==> src/inc/sfp_pkg.sv <==
package sfp_pkg;
	// Register bus offsets (byte addresses, one aligned word each)
	localparam logic [7:0] OFF_FREQ = 8'h00;
	localparam logic [7:0] OFF_CHAN = 8'h04;
	localparam logic [7:0] OFF_IFRQ = 8'h08;
	localparam logic [7:0] OFF_CTRL = 8'h0C;
	localparam logic [7:0] OFF_STAT = 8'h10;
	localparam logic [7:0] OFF_IRQS = 8'h14;
	localparam logic [7:0] OFF_MASK = 8'h18;
	localparam logic [7:0] OFF_PWR0 = 8'h1C;
	localparam logic [7:0] OFF_PWR1 = 8'h20;
	localparam logic [7:0] OFF_CARR = 8'h24;
	// Field positions
	localparam int CTRL_CAL = 0;
	localparam int CTRL_ON = 1;
	localparam int CTRL_SLEEP = 2;
	localparam int CTRL_DATA = 3;
	localparam int IRQ_DONE = 0;
	localparam int IRQ_FAIL = 1;
	localparam int IRQ_LOCK = 2;
	// Reset values and codes
	localparam logic [7:0] PWR0_RST = 8'hC6;
	localparam logic [5:0] CAL_FAIL = 6'h3F;
	localparam logic [5:0] SEL_LOCK = 6'h0A;
	localparam logic [1:0] AUTO_NONE = 2'h0;
	localparam logic [1:0] AUTO_ON = 2'h1;
	localparam logic [1:0] AUTO_OFF = 2'h2;
	localparam logic [15:0] CHSP_BASE = 16'h0100;
	// Calibration length, crystal clock periods
	localparam int CAL_CYCLES = 18739;
	// Radio operating states
	typedef enum logic [1:0] {
		SFP_IDLE,
		SFP_CAL,
		SFP_ON,
		SFP_SLEEP
	} sfp_state_e;
endpackage : sfp_pkg

==> src/inc/sfp_if.sv <==
`timescale 1ns/1ps
interface sfp_if;
	logic [23:0] freq_word; // Base frequency word
	logic [7:0] channel_number; // Channel index
	logic [7:0] chan_spacing_mantissa; // Spacing mantissa
	logic [1:0] chan_spacing_exponent; // Spacing exponent
	logic [4:0] if_freq_setting; // IF setting
	logic [1:0] auto_cal_select; // Auto calibration mode
	logic [5:0] output_pin_select; // Output pin function
	logic [2:0] power_table_index; // Power table index
	logic [7:0] pwr_wr_data; // Table write data
	logic pwr_wr_en; // Table write pulse
	logic pwr_wr_addr; // Table entry select
	logic calibrate_strobe; // Calibration command pulse
	logic radio_on; // Synth turn-on level
	logic sleep_req; // Sleep request level
	logic tx_data; // OOK data bit
	logic pll_locked; // Analog lock input (bench)
	logic [5:0] synth_cal_result; // Calibration result
	logic general_output_pin; // Selected output pin
	logic cal_busy; // Calibration running
	logic [1:0] radio_state; // Current state
	logic [7:0] pa_power; // Selected PA code
	logic [31:0] carrier_word; // Carrier in f_xosc/2^18 units
	logic [31:0] if_word; // IF in f_xosc/2^10 units
	modport dev (
		input freq_word, channel_number, chan_spacing_mantissa,
		input chan_spacing_exponent, if_freq_setting, auto_cal_select,
		input output_pin_select, power_table_index, pwr_wr_data,
		input pwr_wr_en, pwr_wr_addr, calibrate_strobe, radio_on,
		input sleep_req, tx_data, pll_locked,
		output synth_cal_result, general_output_pin, cal_busy,
		output radio_state, pa_power, carrier_word, if_word
	);
	modport host (
		output freq_word, channel_number, chan_spacing_mantissa,
		output chan_spacing_exponent, if_freq_setting, auto_cal_select,
		output output_pin_select, power_table_index, pwr_wr_data,
		output pwr_wr_en, pwr_wr_addr, calibrate_strobe, radio_on,
		output sleep_req, tx_data,
		input synth_cal_result, general_output_pin, cal_busy,
		input radio_state, pa_power, carrier_word, if_word
	);
endinterface : sfp_if

==> src/design/sfp_host.sv <==
// The AHB-Lite register port and the register addresses were left to the implementer.
`timescale 1ns/1ps
module sfp_host
	import sfp_pkg::*;
(
	// Clock and reset
	input wire logic i_clk,
	input wire logic i_rst,
	// AHB-Lite slave
	input wire logic i_hsel,
	input wire logic [7:0] i_haddr,
	input wire logic [1:0] i_htrans,
	input wire logic i_hwrite,
	input wire logic [2:0] i_hsize,
	input wire logic [31:0] i_hwdata,
	input wire logic i_hready,
	output logic [31:0] o_hrdata,
	output logic o_hreadyout,
	output logic o_hresp,
	// Interrupt
	output logic o_irq,
	// Link to device
	sfp_if.host lnk
);
	logic [31:0] freq_ff; // Base frequency word
	logic [31:0] chan_ff; // Channel, mantissa, exponent
	logic [4:0] ifrq_ff; // IF setting
	logic [15:0] ctrl_ff; // Control fields
	logic [2:0] irqs_ff; // Sticky events
	logic [2:0] mask_ff; // Event mask
	logic cal_ff; // One-cycle strobe
	logic [7:0] pwd_ff; // Table write data
	logic pwe_ff; // Table write pulse
	logic pwa_ff; // Table write entry
	logic busy_d_ff; // Previous busy
	logic pin_d_ff; // Previous lock pin
	logic wr_ff; // Data phase is write
	logic [7:0] adr_ff; // Data phase address
	logic [31:0] rd_ff; // Read data

	wire take = i_hsel & i_hready & i_htrans[1];
	wire idle = (lnk.radio_state == 2'(SFP_IDLE));
	// Strobe honoured only in IDLE; device relies on this
	wire cal_go = wr_ff && adr_ff == OFF_CTRL && i_hwdata[CTRL_CAL] && idle;
	wire ev_done = busy_d_ff & ~lnk.cal_busy;
	wire ev_fail = ev_done & (lnk.synth_cal_result == CAL_FAIL);
	wire ev_lock = lnk.general_output_pin & ~pin_d_ff;
	wire [2:0] ev = {ev_lock, ev_fail, ev_done};
	wire rd_irq = take & ~i_hwrite & (i_haddr == OFF_IRQS);
	// Frequency writes dropped outside IDLE
	wire fwr = wr_ff & idle;

	// Bus data phase capture
	always_ff @(posedge i_clk) begin
		if (i_rst) begin
			wr_ff <= 1'b0;
			adr_ff <= 8'h00;
		end else begin
			wr_ff <= take & i_hwrite;
			adr_ff <= i_haddr;
		end
	end

	// Writable registers
	always_ff @(posedge i_clk) begin
		if (i_rst) begin
			freq_ff <= 32'h0000_0000;
			chan_ff <= 32'h0000_0000;
			ifrq_ff <= 5'h00;
			ctrl_ff <= 16'h0000;
			mask_ff <= 3'h0;
		end else begin
			if (fwr && adr_ff == OFF_FREQ) freq_ff <= i_hwdata;
			if (fwr && adr_ff == OFF_CHAN) chan_ff <= i_hwdata;
			if (fwr && adr_ff == OFF_IFRQ) ifrq_ff <= i_hwdata[4:0];
			if (wr_ff && adr_ff == OFF_CTRL) ctrl_ff <= i_hwdata[15:0];
			if (wr_ff && adr_ff == OFF_MASK) mask_ff <= i_hwdata[2:0];
		end
	end

	// Strobes, table writes, sticky events
	always_ff @(posedge i_clk) begin
		if (i_rst) begin
			cal_ff <= 1'b0;
			pwe_ff <= 1'b0;
			pwa_ff <= 1'b0;
			pwd_ff <= 8'h00;
			irqs_ff <= 3'h0;
			busy_d_ff <= 1'b0;
			pin_d_ff <= 1'b0;
		end else begin
			cal_ff <= cal_go;
			pwe_ff <= wr_ff & (adr_ff == OFF_PWR0 || adr_ff == OFF_PWR1);
			pwa_ff <= (adr_ff == OFF_PWR1);
			pwd_ff <= i_hwdata[7:0];
			busy_d_ff <= lnk.cal_busy;
			pin_d_ff <= lnk.general_output_pin;
			// New events win over read clear
			irqs_ff <= (rd_irq ? 3'h0 : irqs_ff) | ev;
		end
	end

	// Read mux, registered for data phase
	always_ff @(posedge i_clk) begin
		if (i_rst) begin
			rd_ff <= 32'h0000_0000;
		end else if (take & ~i_hwrite) begin
			case (i_haddr)
				OFF_FREQ: rd_ff <= freq_ff;
				OFF_CHAN: rd_ff <= chan_ff;
				OFF_IFRQ: rd_ff <= {27'h0, ifrq_ff};
				OFF_CTRL: rd_ff <= {16'h0000, ctrl_ff};
				OFF_STAT: rd_ff <= {22'h0, lnk.synth_cal_result,
					lnk.radio_state, lnk.cal_busy, lnk.general_output_pin};
				OFF_IRQS: rd_ff <= {29'h0, irqs_ff};
				OFF_MASK: rd_ff <= {29'h0, mask_ff};
				OFF_PWR0: rd_ff <= {24'h0, lnk.pa_power};
				OFF_CARR: rd_ff <= lnk.carrier_word;
				default: rd_ff <= 32'h0000_0000;
			endcase
		end
	end

	assign o_hrdata = rd_ff;
	assign o_hreadyout = 1'b1;
	assign o_hresp = 1'b0;
	assign o_irq = |(irqs_ff & mask_ff);
	assign lnk.freq_word = freq_ff[23:0];
	assign lnk.channel_number = chan_ff[7:0];
	assign lnk.chan_spacing_mantissa = chan_ff[15:8];
	assign lnk.chan_spacing_exponent = chan_ff[17:16];
	assign lnk.if_freq_setting = ifrq_ff;
	assign lnk.auto_cal_select = ctrl_ff[5:4];
	assign lnk.output_pin_select = ctrl_ff[13:8];
	assign lnk.power_table_index = {2'b00, ctrl_ff[14]};
	assign lnk.radio_on = ctrl_ff[CTRL_ON];
	assign lnk.sleep_req = ctrl_ff[CTRL_SLEEP];
	assign lnk.tx_data = ctrl_ff[CTRL_DATA];
	assign lnk.calibrate_strobe = cal_ff;
	assign lnk.pwr_wr_en = pwe_ff;
	assign lnk.pwr_wr_addr = pwa_ff;
	assign lnk.pwr_wr_data = pwd_ff;
endmodule : sfp_host

==> src/flat_wrapper.sv <==
// flat-port wrapper written by rule: the top's interface ports become plain ports
module sfp_host_flat import sfp_pkg::*;
  (i_clk, i_rst, i_hsel, i_haddr, i_htrans, i_hwrite, i_hsize, i_hwdata, i_hready, o_hrdata, o_hreadyout, o_hresp, o_irq, lnk_freq_word, lnk_channel_number, lnk_chan_spacing_mantissa, lnk_chan_spacing_exponent, lnk_if_freq_setting, lnk_auto_cal_select, lnk_output_pin_select, lnk_power_table_index, lnk_pwr_wr_data, lnk_pwr_wr_en, lnk_pwr_wr_addr, lnk_calibrate_strobe, lnk_radio_on, lnk_sleep_req, lnk_tx_data, lnk_synth_cal_result, lnk_general_output_pin, lnk_cal_busy, lnk_radio_state, lnk_pa_power, lnk_carrier_word, lnk_if_word);
  sfp_if lnk_i ();
  input wire logic i_clk;
  input wire logic i_rst;
  input wire logic i_hsel;
  input wire logic [7:0] i_haddr;
  input wire logic [1:0] i_htrans;
  input wire logic i_hwrite;
  input wire logic [2:0] i_hsize;
  input wire logic [31:0] i_hwdata;
  input wire logic i_hready;
  output logic [31:0] o_hrdata;
  output logic o_hreadyout;
  output logic o_hresp;
  output logic o_irq;
  output wire logic [$bits(lnk_i.freq_word)-1:0] lnk_freq_word;
  output wire logic [$bits(lnk_i.channel_number)-1:0] lnk_channel_number;
  output wire logic [$bits(lnk_i.chan_spacing_mantissa)-1:0] lnk_chan_spacing_mantissa;
  output wire logic [$bits(lnk_i.chan_spacing_exponent)-1:0] lnk_chan_spacing_exponent;
  output wire logic [$bits(lnk_i.if_freq_setting)-1:0] lnk_if_freq_setting;
  output wire logic [$bits(lnk_i.auto_cal_select)-1:0] lnk_auto_cal_select;
  output wire logic [$bits(lnk_i.output_pin_select)-1:0] lnk_output_pin_select;
  output wire logic [$bits(lnk_i.power_table_index)-1:0] lnk_power_table_index;
  output wire logic [$bits(lnk_i.pwr_wr_data)-1:0] lnk_pwr_wr_data;
  output wire logic [$bits(lnk_i.pwr_wr_en)-1:0] lnk_pwr_wr_en;
  output wire logic [$bits(lnk_i.pwr_wr_addr)-1:0] lnk_pwr_wr_addr;
  output wire logic [$bits(lnk_i.calibrate_strobe)-1:0] lnk_calibrate_strobe;
  output wire logic [$bits(lnk_i.radio_on)-1:0] lnk_radio_on;
  output wire logic [$bits(lnk_i.sleep_req)-1:0] lnk_sleep_req;
  output wire logic [$bits(lnk_i.tx_data)-1:0] lnk_tx_data;
  input wire logic [$bits(lnk_i.synth_cal_result)-1:0] lnk_synth_cal_result;
  input wire logic [$bits(lnk_i.general_output_pin)-1:0] lnk_general_output_pin;
  input wire logic [$bits(lnk_i.cal_busy)-1:0] lnk_cal_busy;
  input wire logic [$bits(lnk_i.radio_state)-1:0] lnk_radio_state;
  input wire logic [$bits(lnk_i.pa_power)-1:0] lnk_pa_power;
  input wire logic [$bits(lnk_i.carrier_word)-1:0] lnk_carrier_word;
  input wire logic [$bits(lnk_i.if_word)-1:0] lnk_if_word;
  assign lnk_freq_word = lnk_i.freq_word;
  assign lnk_channel_number = lnk_i.channel_number;
  assign lnk_chan_spacing_mantissa = lnk_i.chan_spacing_mantissa;
  assign lnk_chan_spacing_exponent = lnk_i.chan_spacing_exponent;
  assign lnk_if_freq_setting = lnk_i.if_freq_setting;
  assign lnk_auto_cal_select = lnk_i.auto_cal_select;
  assign lnk_output_pin_select = lnk_i.output_pin_select;
  assign lnk_power_table_index = lnk_i.power_table_index;
  assign lnk_pwr_wr_data = lnk_i.pwr_wr_data;
  assign lnk_pwr_wr_en = lnk_i.pwr_wr_en;
  assign lnk_pwr_wr_addr = lnk_i.pwr_wr_addr;
  assign lnk_calibrate_strobe = lnk_i.calibrate_strobe;
  assign lnk_radio_on = lnk_i.radio_on;
  assign lnk_sleep_req = lnk_i.sleep_req;
  assign lnk_tx_data = lnk_i.tx_data;
  assign lnk_i.synth_cal_result = lnk_synth_cal_result;
  assign lnk_i.general_output_pin = lnk_general_output_pin;
  assign lnk_i.cal_busy = lnk_cal_busy;
  assign lnk_i.radio_state = lnk_radio_state;
  assign lnk_i.pa_power = lnk_pa_power;
  assign lnk_i.carrier_word = lnk_carrier_word;
  assign lnk_i.if_word = lnk_if_word;
  sfp_host u_core (.i_clk(i_clk), .i_rst(i_rst), .i_hsel(i_hsel), .i_haddr(i_haddr), .i_htrans(i_htrans), .i_hwrite(i_hwrite), .i_hsize(i_hsize), .i_hwdata(i_hwdata), .i_hready(i_hready), .o_hrdata(o_hrdata), .o_hreadyout(o_hreadyout), .o_hresp(o_hresp), .o_irq(o_irq), .lnk(lnk_i));
endmodule
==> config.mk <==
export PLATFORM = sky130hd
export DESIGN_NAME = sfp_host_flat
export DESIGN_NICKNAME = d
export VERILOG_FILES = /design/src/inc/sfp_pkg.sv /design/src/inc/sfp_if.sv /design/src/design/sfp_host.sv /design/src/flat_wrapper.sv
export SDC_FILE = /design/constraint.sdc
export NUM_CORES = 1
export LEC_CHECK = 0
export BUFFER_PORTS_ARGS = -buffer_cell sky130_fd_sc_hd__buf_2
export CORE_MARGIN = 8
export CORE_UTILIZATION = 54
export DETAILED_ROUTE_END_ITERATION = 8
export PLACE_DENSITY = 0.83
export SYNTH_ARGS = -nofsm -noshare
export SYNTH_HDL_FRONTEND = slang
export SYNTH_SLANG_ARGS = --single-unit
export TNS_END_PERCENT = 5
==> constraint.sdc <==
create_clock -name i_clk -period 2.7 [get_ports i_clk]
set_input_delay 0.675 -clock i_clk [delete_from_list [all_inputs] [get_ports i_clk]]
set_output_delay 0.675 -clock i_clk [all_outputs]
set_load 0.1 [all_outputs]
==> results.sh, run 1 <==
export IMPL_status="finished clean"
export IMPL_r2r_end="u_core.chan_ff[12]"
export IMPL_r2r_start="u_core.adr_ff[1]"
export IMPL_grt_pass1_wl_um=31900
export IMPL_layout_nets=1071
export IMPL_netlist_area_um2=6570
export IMPL_cts_resized=0
export IMPL_drive_gt1_frac=0.286
export IMPL_cts_buffer_depth=2
export IMPL_setup_violations=0
export IMPL_min_path_cells=2
export IMPL_synth_top_area_share=0.442
export IMPL_ys_flop_type="dfxtp_1"
export IMPL_yosysUniqueCellTypes=52
export IMPL_routed_wl_um=20600
export IMPL_cts_root_buffer="clkbuf_16"
export IMPL_rows=40
export IMPL_io_pins=239
export IMPL_hp_class="register to register"
export IMPL_finClkSkew_ns=0.00740
export IMPL_slew_viol_final=0
export IMPL_finalSetupTns_ns=0
export IMPL_fmax_ghz=0.452
export IMPL_cp_end_kind="output pin"
export IMPL_fin_crit_sh=0.819
export IMPL_syn_area_per_cell_um2=8.18
export IMPL_die_y_um=126
export IMPL_drt_pass1_iter_count=5
export IMPL_yosysTopAreaCell="dfxtp_1"
export IMPL_cts_buffers=17
export IMPL_period_needed_ns=2.21
export IMPL_fin_util=0.663
export IMPL_rsz0062_at_grt="no"
export IMPL_ir_worst_vdd_uv=404
export IMPL_drc=0
export IMPL_post_cts_buffers=0
export IMPL_cts_sinks=145
export IMPL_worstPathArrival_ns=1.54
export IMPL_globalRouteTotalUtil=0.254
export IMPL_gr_total_overflow=0
export IMPL_die_w_um=126
export IMPL_die_area_um2=15900
export IMPL_required_ns=2.03
export IMPL_clkTransAtPathRegs_ns=0.06
export IMPL_yosysWarnings=0
export IMPL_yosysMostFrequentCell="nand2_1"
export IMPL_yosys_top_cells_count="nand2_1 (196), dfxtp_1 (145), a21oi_1 (108), buf_4 (57), nor2_1 (45)"
export IMPL_hold_viol=0
export IMPL_io_buffer_count=198
export IMPL_crit_path_start_kind="register"
export IMPL_antenna_found_initial=0
export IMPL_hp_start="u_core.o_hrdata[25]"
export IMPL_wl_per_cell_um=18.8
export IMPL_cts_htree_levels=4
export IMPL_worstHoldEndpoint="u_core.o_hrdata[25]"
export IMPL_cp_max_fo=3
export IMPL_routabilityCongestion=0.872
export IMPL_reg2reg_slack_ns=0.85
export IMPL_via_per_inst=5.66
export IMPL_relSlewSlack=0.502
export IMPL_ant_nets=0
export IMPL_hold_buffers=0
export IMPL_core_area_um2=12000
export IMPL_worst_hold_slack_ns=0.440
export IMPL_drt_iter0_markers=593
export IMPL_initial_core_util=0.549
export IMPL_area_growth_synth_to_final_pct=20.7
export IMPL_cap_violations=0
export IMPL_cts_tree="yes"
export IMPL_worst_pin_slew_ns=0.745
export IMPL_leakage_nw=3.32
export IMPL_ys_seq_area_frac=0.442
export IMPL_power_density_nw_per_um2=632
export IMPL_nFillCells=1017
export IMPL_grt_max_degree=57
export IMPL_syn_inst=803
export IMPL_synth_area_leaders="dfxtp_1 (44%), nand2_1 (11%), a21oi_1 (8.2%)"
export IMPL_clk_latency_ns=0.42
export IMPL_synth_edff_count=0
export IMPL_ys_async_sr_fraction=0
export IMPL_rr_worst_depth=6
export IMPL_synth_seq_cells=145
export IMPL_worstSetupPathType="register to output pin"
export IMPL_vias=6210
export IMPL_grt_pass1_vias=6094
export IMPL_dp_hpwl_um=14300
export IMPL_diodes=0
[layer usage]
metal | GRT usage | vias up | wire (µm)
met3 | 0.0750 | 47 | 1910
met4 | 0.125 | 0 | 625
met5 | 0 | - | 0
li1 | - | 2949 | -
met1 | 0.299 | 2909 | 8070
met2 | 0.416 | 305 | 10000
[report_power, final]
group	internal, mW	leakage, nW	total [mW]	switching (mW)
Sequential	2.16	1.17	2.17	0.0127
Clock	1.61	0.301	2.48	0.872
Combinational	0.118	1.85	0.361	0.242
Total	3.88	3.32	5.01	1.13
[how the worst max path moves through the flow]
stage / endpoint / start / slack, ns / cells past startpoint
2_1_floorplan: u_core.o_hrdata[0] / i_haddr[2] / 0.63 / 5
3_3_place_gp: u_core.o_hrdata[2] / i_haddr[2] / 0.32 / 6
3_5_place_dp: u_core.o_hrdata[2] / i_haddr[2] / 0.29 / 6
6_report: o_irq / u_core.mask_ff[1] / 0.49 / 3
5_1_grt: o_irq / u_core.irqs_ff[1] / 0.32 / 3
4_1_cts: o_irq / u_core.irqs_ff[1] / 0.49 / 3
[sequential cells by signal, summed over array words and instances (netlist names), 3 cells and up]
signal	flops
u_core.mask_ff	3
u_core.irqs_ff	3
u_core.lnk.if_freq_setting	5
u_core.o_hrdata	32
u_core.lnk.pwr_wr_data	8
u_core.freq_ff	32
u_core.chan_ff	32
u_core.adr_ff	8
u_core.ctrl_ff	16
[critical path: stages, from the launching register on]
cell and delay [ns]:
dfxtp_1 0.35, a222oi_1 0.41, inv_1 0.06, buf_2 0.30
[per-stage QoR]
stage               std cells  power [mW]  instance area, µm²  setup slack [ns]
detailed placement       1067        2.57                7300             0.290
global route             1098        5.16                7930             0.317
floorplan                 805        2.43                6580             0.631
finish                   1098        5.01                7930             0.489
global placement         1067        2.57                7300             0.324
CTS                      1098        5.03                7930             0.491
[layout by cell type, fill, tap and decap left out, types with 2 or more instances in the layout]
cell type,synthesis,layout
o211ai_1,2,2
conb_1,2,4
clkinvlp_4,0,3
a21oi_1,108,108
o21ai_1,20,20
mux2_2,6,6
buf_2,20,197
mux2i_1,41,41
nand3_1,9,9
bufinv_16,0,4
and2_1,3,3
a221oi_1,2,2
nor2b_1,24,24
clkinv_2,0,3
clkbuf_8,0,3
dfxtp_1,145,145
clkbuf_16,0,17
or3_1,5,5
nand2_1,196,196
or4_4,2,2
a31oi_1,4,4
a32oi_1,4,4
nor4b_4,1,2
a22o_1,8,8
and3_1,3,3
buf_4,57,26
nor2_1,45,44
nor3_1,8,8
and4_1,2,2
or2_2,2,2
o21ai_0,5,5
o31ai_1,2,2
a22oi_1,13,13
and4b_1,2,2
nor3b_1,3,3
o22ai_1,10,10
[cell families after synthesis]
| family | after synthesis | synth area share |
|---|---|---|
| other | 2 | 0.00114 |
| AND/OR/NAND/NOR | 315 | 0.219 |
| flip-flops | 145 | 0.442 |
| buffers and inverters | 109 | 0.0998 |
| multiplexers | 48 | 0.0762 |
| AO/OA/AOI/OAI | 184 | 0.162 |
[area by class of cell]
| cell class | count | area, µm² | share of cell area |
|---|---|---|---|
| Clock inverter | 10 | 158 | 0.0199 |
| Tap cell | 147 | 184 | 0.0232 |
| Timing Repair Buffer | 223 | 1180 | 0.149 |
| Sequential cell | 145 | 2900 | 0.366 |
| Inverter | 1 | 3.75 | 0.000473 |
| Clock buffer | 21 | 470 | 0.0593 |
| Multi-Input combinational cell | 551 | 3030 | 0.382 |
No activity file was read; power rests on OpenSTA's default activity.
==> run 2, diff against run 1 <==
--- a/config.mk
+++ b/config.mk
@@ -5,11 +5,12 @@
 export SDC_FILE = /design/constraint.sdc
 export NUM_CORES = 1
 export LEC_CHECK = 0
+export ABC_AREA = 1
 export BUFFER_PORTS_ARGS = -buffer_cell sky130_fd_sc_hd__buf_2
 export CORE_MARGIN = 8
-export CORE_UTILIZATION = 54
+export CORE_UTILIZATION = 50
 export DETAILED_ROUTE_END_ITERATION = 8
-export PLACE_DENSITY = 0.83
+export PLACE_DENSITY = 0.77
 export SYNTH_ARGS = -nofsm -noshare
 export SYNTH_HDL_FRONTEND = slang
 export SYNTH_SLANG_ARGS = --single-unit
==> constraint.sdc (replaced) <==
create_clock -name i_clk -period 2.3 [get_ports i_clk]
set_input_delay 0.575 -clock i_clk [delete_from_list [all_inputs] [get_ports i_clk]]
set_output_delay 0.575 -clock i_clk [all_outputs]
set_load 0.1 [all_outputs]
==> run 2 against run 1 <==
Largest cell class is now registers. Setup slack worse by 0.15 ns. Largest power group unchanged. Via count is 1.9% higher. Non-clock buffer count is 8 lower. Synthesized cell count is 15% higher. Register-to-register slack worse by 0.39 ns. Sequential cell count stayed put.
==> results.sh, run 2 <==
export IMPL_io_buffer_count=198
export IMPL_worstSetupPathType="register to output pin"
export IMPL_crit_path_start_kind="register"
export IMPL_cp_end_kind="output pin"
export IMPL_cts_root_buffer="clkbuf_16"
export IMPL_die_w_um=132
export IMPL_io_pins=239
export IMPL_finalSetupTns_ns=0
export IMPL_status="finished clean"
export IMPL_dp_hpwl_um=13800
export IMPL_ant_nets=0
export IMPL_worst_pin_slew_ns=0.674
export IMPL_synth_seq_cells=145
export IMPL_worstHoldEndpoint="u_core.pin_d_ff"
export IMPL_grt_pass1_wl_um=31100
export IMPL_path_cells="nand2_1 -> nand3_1 -> buf_2"
export IMPL_wl_per_cell_um=15.8
export IMPL_cts_sinks=145
export IMPL_worstPathArrival_ns=1.39
export IMPL_synth_top_area_share=0.435
export IMPL_ys_seq_area_frac=0.435
export IMPL_cts_tree="yes"
export IMPL_drive_gt1_frac=0.267
export IMPL_ys_flop_type="dfxtp_1"
export IMPL_leakage_nw=3.68
export IMPL_final_cells=1249
export IMPL_power_density_nw_per_um2=712
export IMPL_netlist_area_um2=6680
export IMPL_grt_pass1_vias=6063
export IMPL_globalRouteTotalUtil=0.222
export IMPL_multiInputGateArea_um2=2770
export IMPL_relSlewSlack=0.551
export IMPL_reg2reg_slack_ns=0.46
export IMPL_min_path_cells=3
export IMPL_required_ns=1.73
export IMPL_dpl_cell_count=1216
export IMPL_slowest_delay_ns=0.43
export IMPL_die_y_um=132
export IMPL_ir_worst_vdd_uv=570
export IMPL_drc=0
export IMPL_yosysWarnings=0
export IMPL_yosysMostFrequentCell="nand2_1"
export IMPL_synth_area_leaders="dfxtp_1 (43%), nand2_1 (9.3%), nor2_1 (7.3%)"
export IMPL_core_area_um2=13100
export IMPL_setup_violations=0
export IMPL_hold_viol=0
export IMPL_cp_max_fo=3
export IMPL_gr_total_overflow=0
export IMPL_rsz0062_at_grt="no"
export IMPL_nFillCells=1281
export IMPL_syn_area_per_cell_um2=7.23
export IMPL_finClkSkew_ns=0.00815
export IMPL_yosysUniqueCellTypes=30
export IMPL_layout_nets=1191
export IMPL_routed_wl_um=19700
export IMPL_rows=42
export IMPL_cts_resized=0
export IMPL_hp_class="input port to register"
export IMPL_fmax_ghz=0.509
export IMPL_via_per_inst=5.07
export IMPL_hp_start="lnk_general_output_pin"
export IMPL_die_area_um2=17300
export IMPL_syn_inst=924
export IMPL_yosysTopAreaCell="dfxtp_1"
export IMPL_rr_worst_depth=9
export IMPL_slew_viol_final=0
export IMPL_clk_latency_ns=0.41
export IMPL_cp_slowest_cell="buf_2"
export IMPL_drt_pass1_iter_count=5
export IMPL_regArea_um2=2900
export IMPL_antenna_found_initial=2
export IMPL_yosys_top_cells_count="nand2_1 (166), dfxtp_1 (145), nor2_1 (130), o21ai_0 (97), inv_1 (87)"
export IMPL_grt_max_degree=65
export IMPL_routabilityCongestion=0.903
export IMPL_ys_async_sr_fraction=0
export IMPL_cts_htree_levels=4
export IMPL_r2r_end="u_core.ctrl_ff[0]"
export IMPL_final_cell_mix="buf_2 (198), nand2_1 (166), dfxtp_1 (145)"
export IMPL_synth_edff_count=0
export IMPL_clkTransAtPathRegs_ns=0.06
export IMPL_fin_crit_sh=0.854
export IMPL_vias=6331
export IMPL_period_needed_ns=1.96
export IMPL_initial_core_util=0.508
export IMPL_cts_buffer_depth=2
export IMPL_final_common_cell="buf_2"
export IMPL_area_growth_synth_to_final_pct=19.1
export IMPL_r2r_start="u_core.adr_ff[7]"
export IMPL_hold_buffers=0
export IMPL_cap_violations=0
export IMPL_post_cts_buffers=0
export IMPL_cts_buffers=17
export IMPL_drt_iter0_markers=510
run 2: cell count changes after synthesis, moves of 8 or more:
cell      before  now
a22o_1         8    0
a22oi_1       13    0
nor2_1        45  130
nor2b_1       24    0
nand3_1        9   51
nand2_1      196  166
o22ai_1       10    0
inv_1          1   87
nor3_1         8    0
clkbuf_1      29   19
a21oi_1      108   84
o211ai_2       1   15
o21ai_0        5   97
mux2i_1       41    0
run 2: per-layer routing:
layer	track usage	up-vias	wire length [µm]
met5	0	-	13
met4	0.0970	2	499
met3	0.0595	32	1330
met2	0.378	214	9480
met1	0.258	2912	8410
li1	-	3171	-
run 2: per-stage QoR:
stage           util  cell area, µm²  hold WS, ns  total power, mW  worst slack [ns]
2_1_floorplan      -            6690        0.425             2.83             0.607
3_3_place_gp   0.561            7360        0.432             2.96             0.341
3_5_place_dp   0.561            7360        0.440             2.97             0.302
4_1_cts        0.606            7960        0.378             5.69             0.332
5_1_grt        0.606            7960        0.403             5.84             0.288
6_report       0.606            7960        0.388             5.67             0.336
run 2: how the worst max path moves through the flow:
stage	start	endpoint
3_3_place_gp	i_haddr[0]	u_core.o_hrdata[13]
6_report	u_core.irqs_ff[0]	o_irq
5_1_grt	u_core.irqs_ff[0]	o_irq
2_1_floorplan	u_core.irqs_ff[1]	o_irq
3_5_place_dp	i_haddr[1]	u_core.o_hrdata[13]
4_1_cts	u_core.irqs_ff[1]	o_irq
run 2: logic make-up after synthesis:
group                  share of synthesized area
AOI/OAI and AO/OA                          0.177
and+or+nand+nor                            0.234
other                                    0.00112
buffers and inverters                      0.154
DFF                                        0.435
run 2: area by class of cell:
class                   instances  area share
well taps                     176      0.0277
multi-input cells             586       0.347
flip-flops and latches        145       0.365
clock inverters                10      0.0135
repair buffers                215       0.141
inverters                      94      0.0450
diodes                          1    0.000314
clock buffers                  22      0.0608
run 2: worst max-delay path: cells and delay by family (launching register included):
kind          cells  cell delay [ns]
buf+inv           1             0.43
simple gates      2             0.16
flops             1             0.38
run 2: report_power, final:
part	internal, mW	switching [mW]
logic	0.107	0.267
clock network	1.70	1.05
registers	2.53	0.00944
total	4.34	1.33
==> run 3, diff against run 2 <==
--- a/config.mk
+++ b/config.mk
@@ -7,10 +7,11 @@
 export LEC_CHECK = 0
 export ABC_AREA = 1
 export BUFFER_PORTS_ARGS = -buffer_cell sky130_fd_sc_hd__buf_2
+export CORE_ASPECT_RATIO = 0.7
 export CORE_MARGIN = 8
-export CORE_UTILIZATION = 50
+export CORE_UTILIZATION = 54
 export DETAILED_ROUTE_END_ITERATION = 8
-export PLACE_DENSITY = 0.77
+export PLACE_DENSITY = 0.83
 export SYNTH_ARGS = -nofsm -noshare
 export SYNTH_HDL_FRONTEND = slang
 export SYNTH_SLANG_ARGS = --single-unit
==> constraint.sdc (replaced) <==
create_clock -name i_clk -period 2.35 [get_ports i_clk]
set_input_delay 0.5875 -clock i_clk [delete_from_list [all_inputs] [get_ports i_clk]]
set_output_delay 0.5875 -clock i_clk [all_outputs]
set_load 0.1 [all_outputs]
==> run 3 against run 2 <==
Clock power grew 4%. Routed wire length grew 0.93%. Sequential share of layout area shrank 0.34 points.
==> results.sh, run 3 (synthesis results as in run 2) <==
export IMPL_routabilityCongestion=0.920
export IMPL_drt_iter0_markers=495
export IMPL_cp_end_kind="output pin"
export IMPL_slew_viol_final=0
export IMPL_grt_max_degree=65
export IMPL_cts_sinks=145
export IMPL_rsz0062_at_grt="no"
export IMPL_status="finished clean"
export IMPL_wl_per_cell_um=16.1
export IMPL_drc=0
export IMPL_final_common_cell="buf_2"
export IMPL_io_buffer_count=198
export IMPL_routed_wl_um=19900
export IMPL_setup_violations=0
export IMPL_drt_pass1_iter_count=8
export IMPL_dp_hpwl_um=14200
export IMPL_period_needed_ns=1.95
export IMPL_worstSetupPathType="register to output pin"
export IMPL_die_y_um=109
export IMPL_core_area_um2=12300
export IMPL_cp_slowest_cell="buf_2"
export IMPL_crit_family="buffers and inverters"
export IMPL_die_area_um2=16200
export IMPL_gr_total_overflow=0
export IMPL_grt_pass1_wl_um=31100
export IMPL_setup_ws_ns=0.396
export IMPL_vias=6399
export IMPL_cts_root_buffer="clkbuf_16"
export IMPL_initial_core_util=0.545
export IMPL_layout_nets=1194
export IMPL_area_growth_synth_to_final_pct=20.2
export IMPL_io_pins=239
export IMPL_path_cells="nand2_1 -> nand3_1 -> buf_2"
export IMPL_grt_pass1_vias=6051
export IMPL_pre_cts_slack_ns=0.243
export IMPL_clk_latency_ns=0.41
export IMPL_globalRouteTotalUtil=0.242
export IMPL_finalSetupTns_ns=0
export IMPL_worstPathArrival_ns=1.37
export IMPL_power_density_nw_per_um2=713
export IMPL_hp_class="input port to register"
export IMPL_post_cts_buffers=0
export IMPL_fin_crit_sh=0.832
export IMPL_rows=34
export IMPL_cts_buffer_depth=2
export IMPL_final_cell_mix="buf_2 (198), nand2_1 (166), dfxtp_1 (145)"
export IMPL_path_buf_inv=1
export IMPL_cts_tree="yes"
export IMPL_cts_htree_levels=4
export IMPL_ir_worst_vdd_uv=533
export IMPL_leakage_nw=3.73
export IMPL_slowest_delay_ns=0.43
export IMPL_die_w_um=149
export IMPL_relSlewSlack=0.567
export IMPL_cts_buffers=17
export IMPL_antenna_found_initial=0
export IMPL_finClkSkew_ns=0.0125
export IMPL_crit_path_start_kind="register"
export IMPL_cp_max_fo=3
export IMPL_fmax_ghz=0.512
export IMPL_worst_pin_slew_ns=0.650
export IMPL_nFillCells=1082
export IMPL_drive_gt1_frac=0.267
export IMPL_cts_resized=0
export IMPL_required_ns=1.76
export IMPL_cap_violations=0
export IMPL_hold_viol=0
export IMPL_clkTransAtPathRegs_ns=0.06
export IMPL_ant_nets=0
export IMPL_hold_buffers=0
export IMPL_via_per_inst=5.17
export IMPL_total_power_mw=5.73
-- run 3: changes by cell type in the layout (fill, tap and decap cells not counted) --
cell | previous run | this run
buf_12 | 0 | 3
clkinv_4 | 1 | 2
inv_6 | 0 | 4
clkbuf_1 | 1 | 2
clkinv_2 | 5 | 1
bufinv_16 | 2 | 4
clkbuf_8 | 4 | 1
clkinvlp_4 | 3 | 1
-- run 3: per-stage QoR --
| step | cells | cell area, µm² | hold WS, ns | utilization |
|---|---|---|---|---|
| detailed placement | 1205 | 7410 | 0.443 | 0.605 |
| finish | 1237 | 8030 | 0.417 | 0.656 |
| floorplan | 926 | 6690 | 0.425 | - |
| global route | 1236 | 8030 | 0.418 | 0.655 |
| global placement | 1205 | 7410 | 0.438 | 0.605 |
| CTS | 1236 | 8030 | 0.401 | 0.655 |
-- run 3: worst paths after layout --
kind,start,to,slack (ns),cells past startpoint
max,u_core.irqs_ff[1],o_irq,0.40,3
min,i_haddr[6],u_core.adr_ff[6],0.42,3
max reg2reg,u_core.adr_ff[6],u_core.ctrl_ff[0],0.52,9
min reg2reg,u_core.ctrl_ff[7],u_core.ctrl_ff[7],0.45,2
-- run 3: tightest hold or removal path: cells and delay by family --
kind          cells  cell delay [ns]
simple gates      1             0.07
buf+inv           2             0.13
-- run 3: layout make-up --
cell class	count	area, µm²	area share
multi-input combinational	586	2770	0.344
antenna	1	2.50	0.000312
clock buffer	20	447	0.0556
timing repair buffer	218	1180	0.147
tap	162	203	0.0252
clock inverter	11	176	0.0220
sequential	145	2900	0.361
inverter	94	358	0.0445
-- run 3: report_power, final --
| part | switching [mW] | leakage (nW) | internal (mW) |
|---|---|---|---|
| Clock | 1.05 | 0.302 | 1.82 |
| Combinational | 0.265 | 2.25 | 0.110 |
| Sequential | 0.00908 | 1.17 | 2.48 |
-- run 3: routing by layer --
metal  track usage  vias to the layer above  routed length (µm)
li1              -                     3174                   -
met2         0.390                      277                9000
met5             0                        -                   0
met4        0.0617                        0                 126
met3        0.0775                       16                1970
met1         0.309                     2932                8820
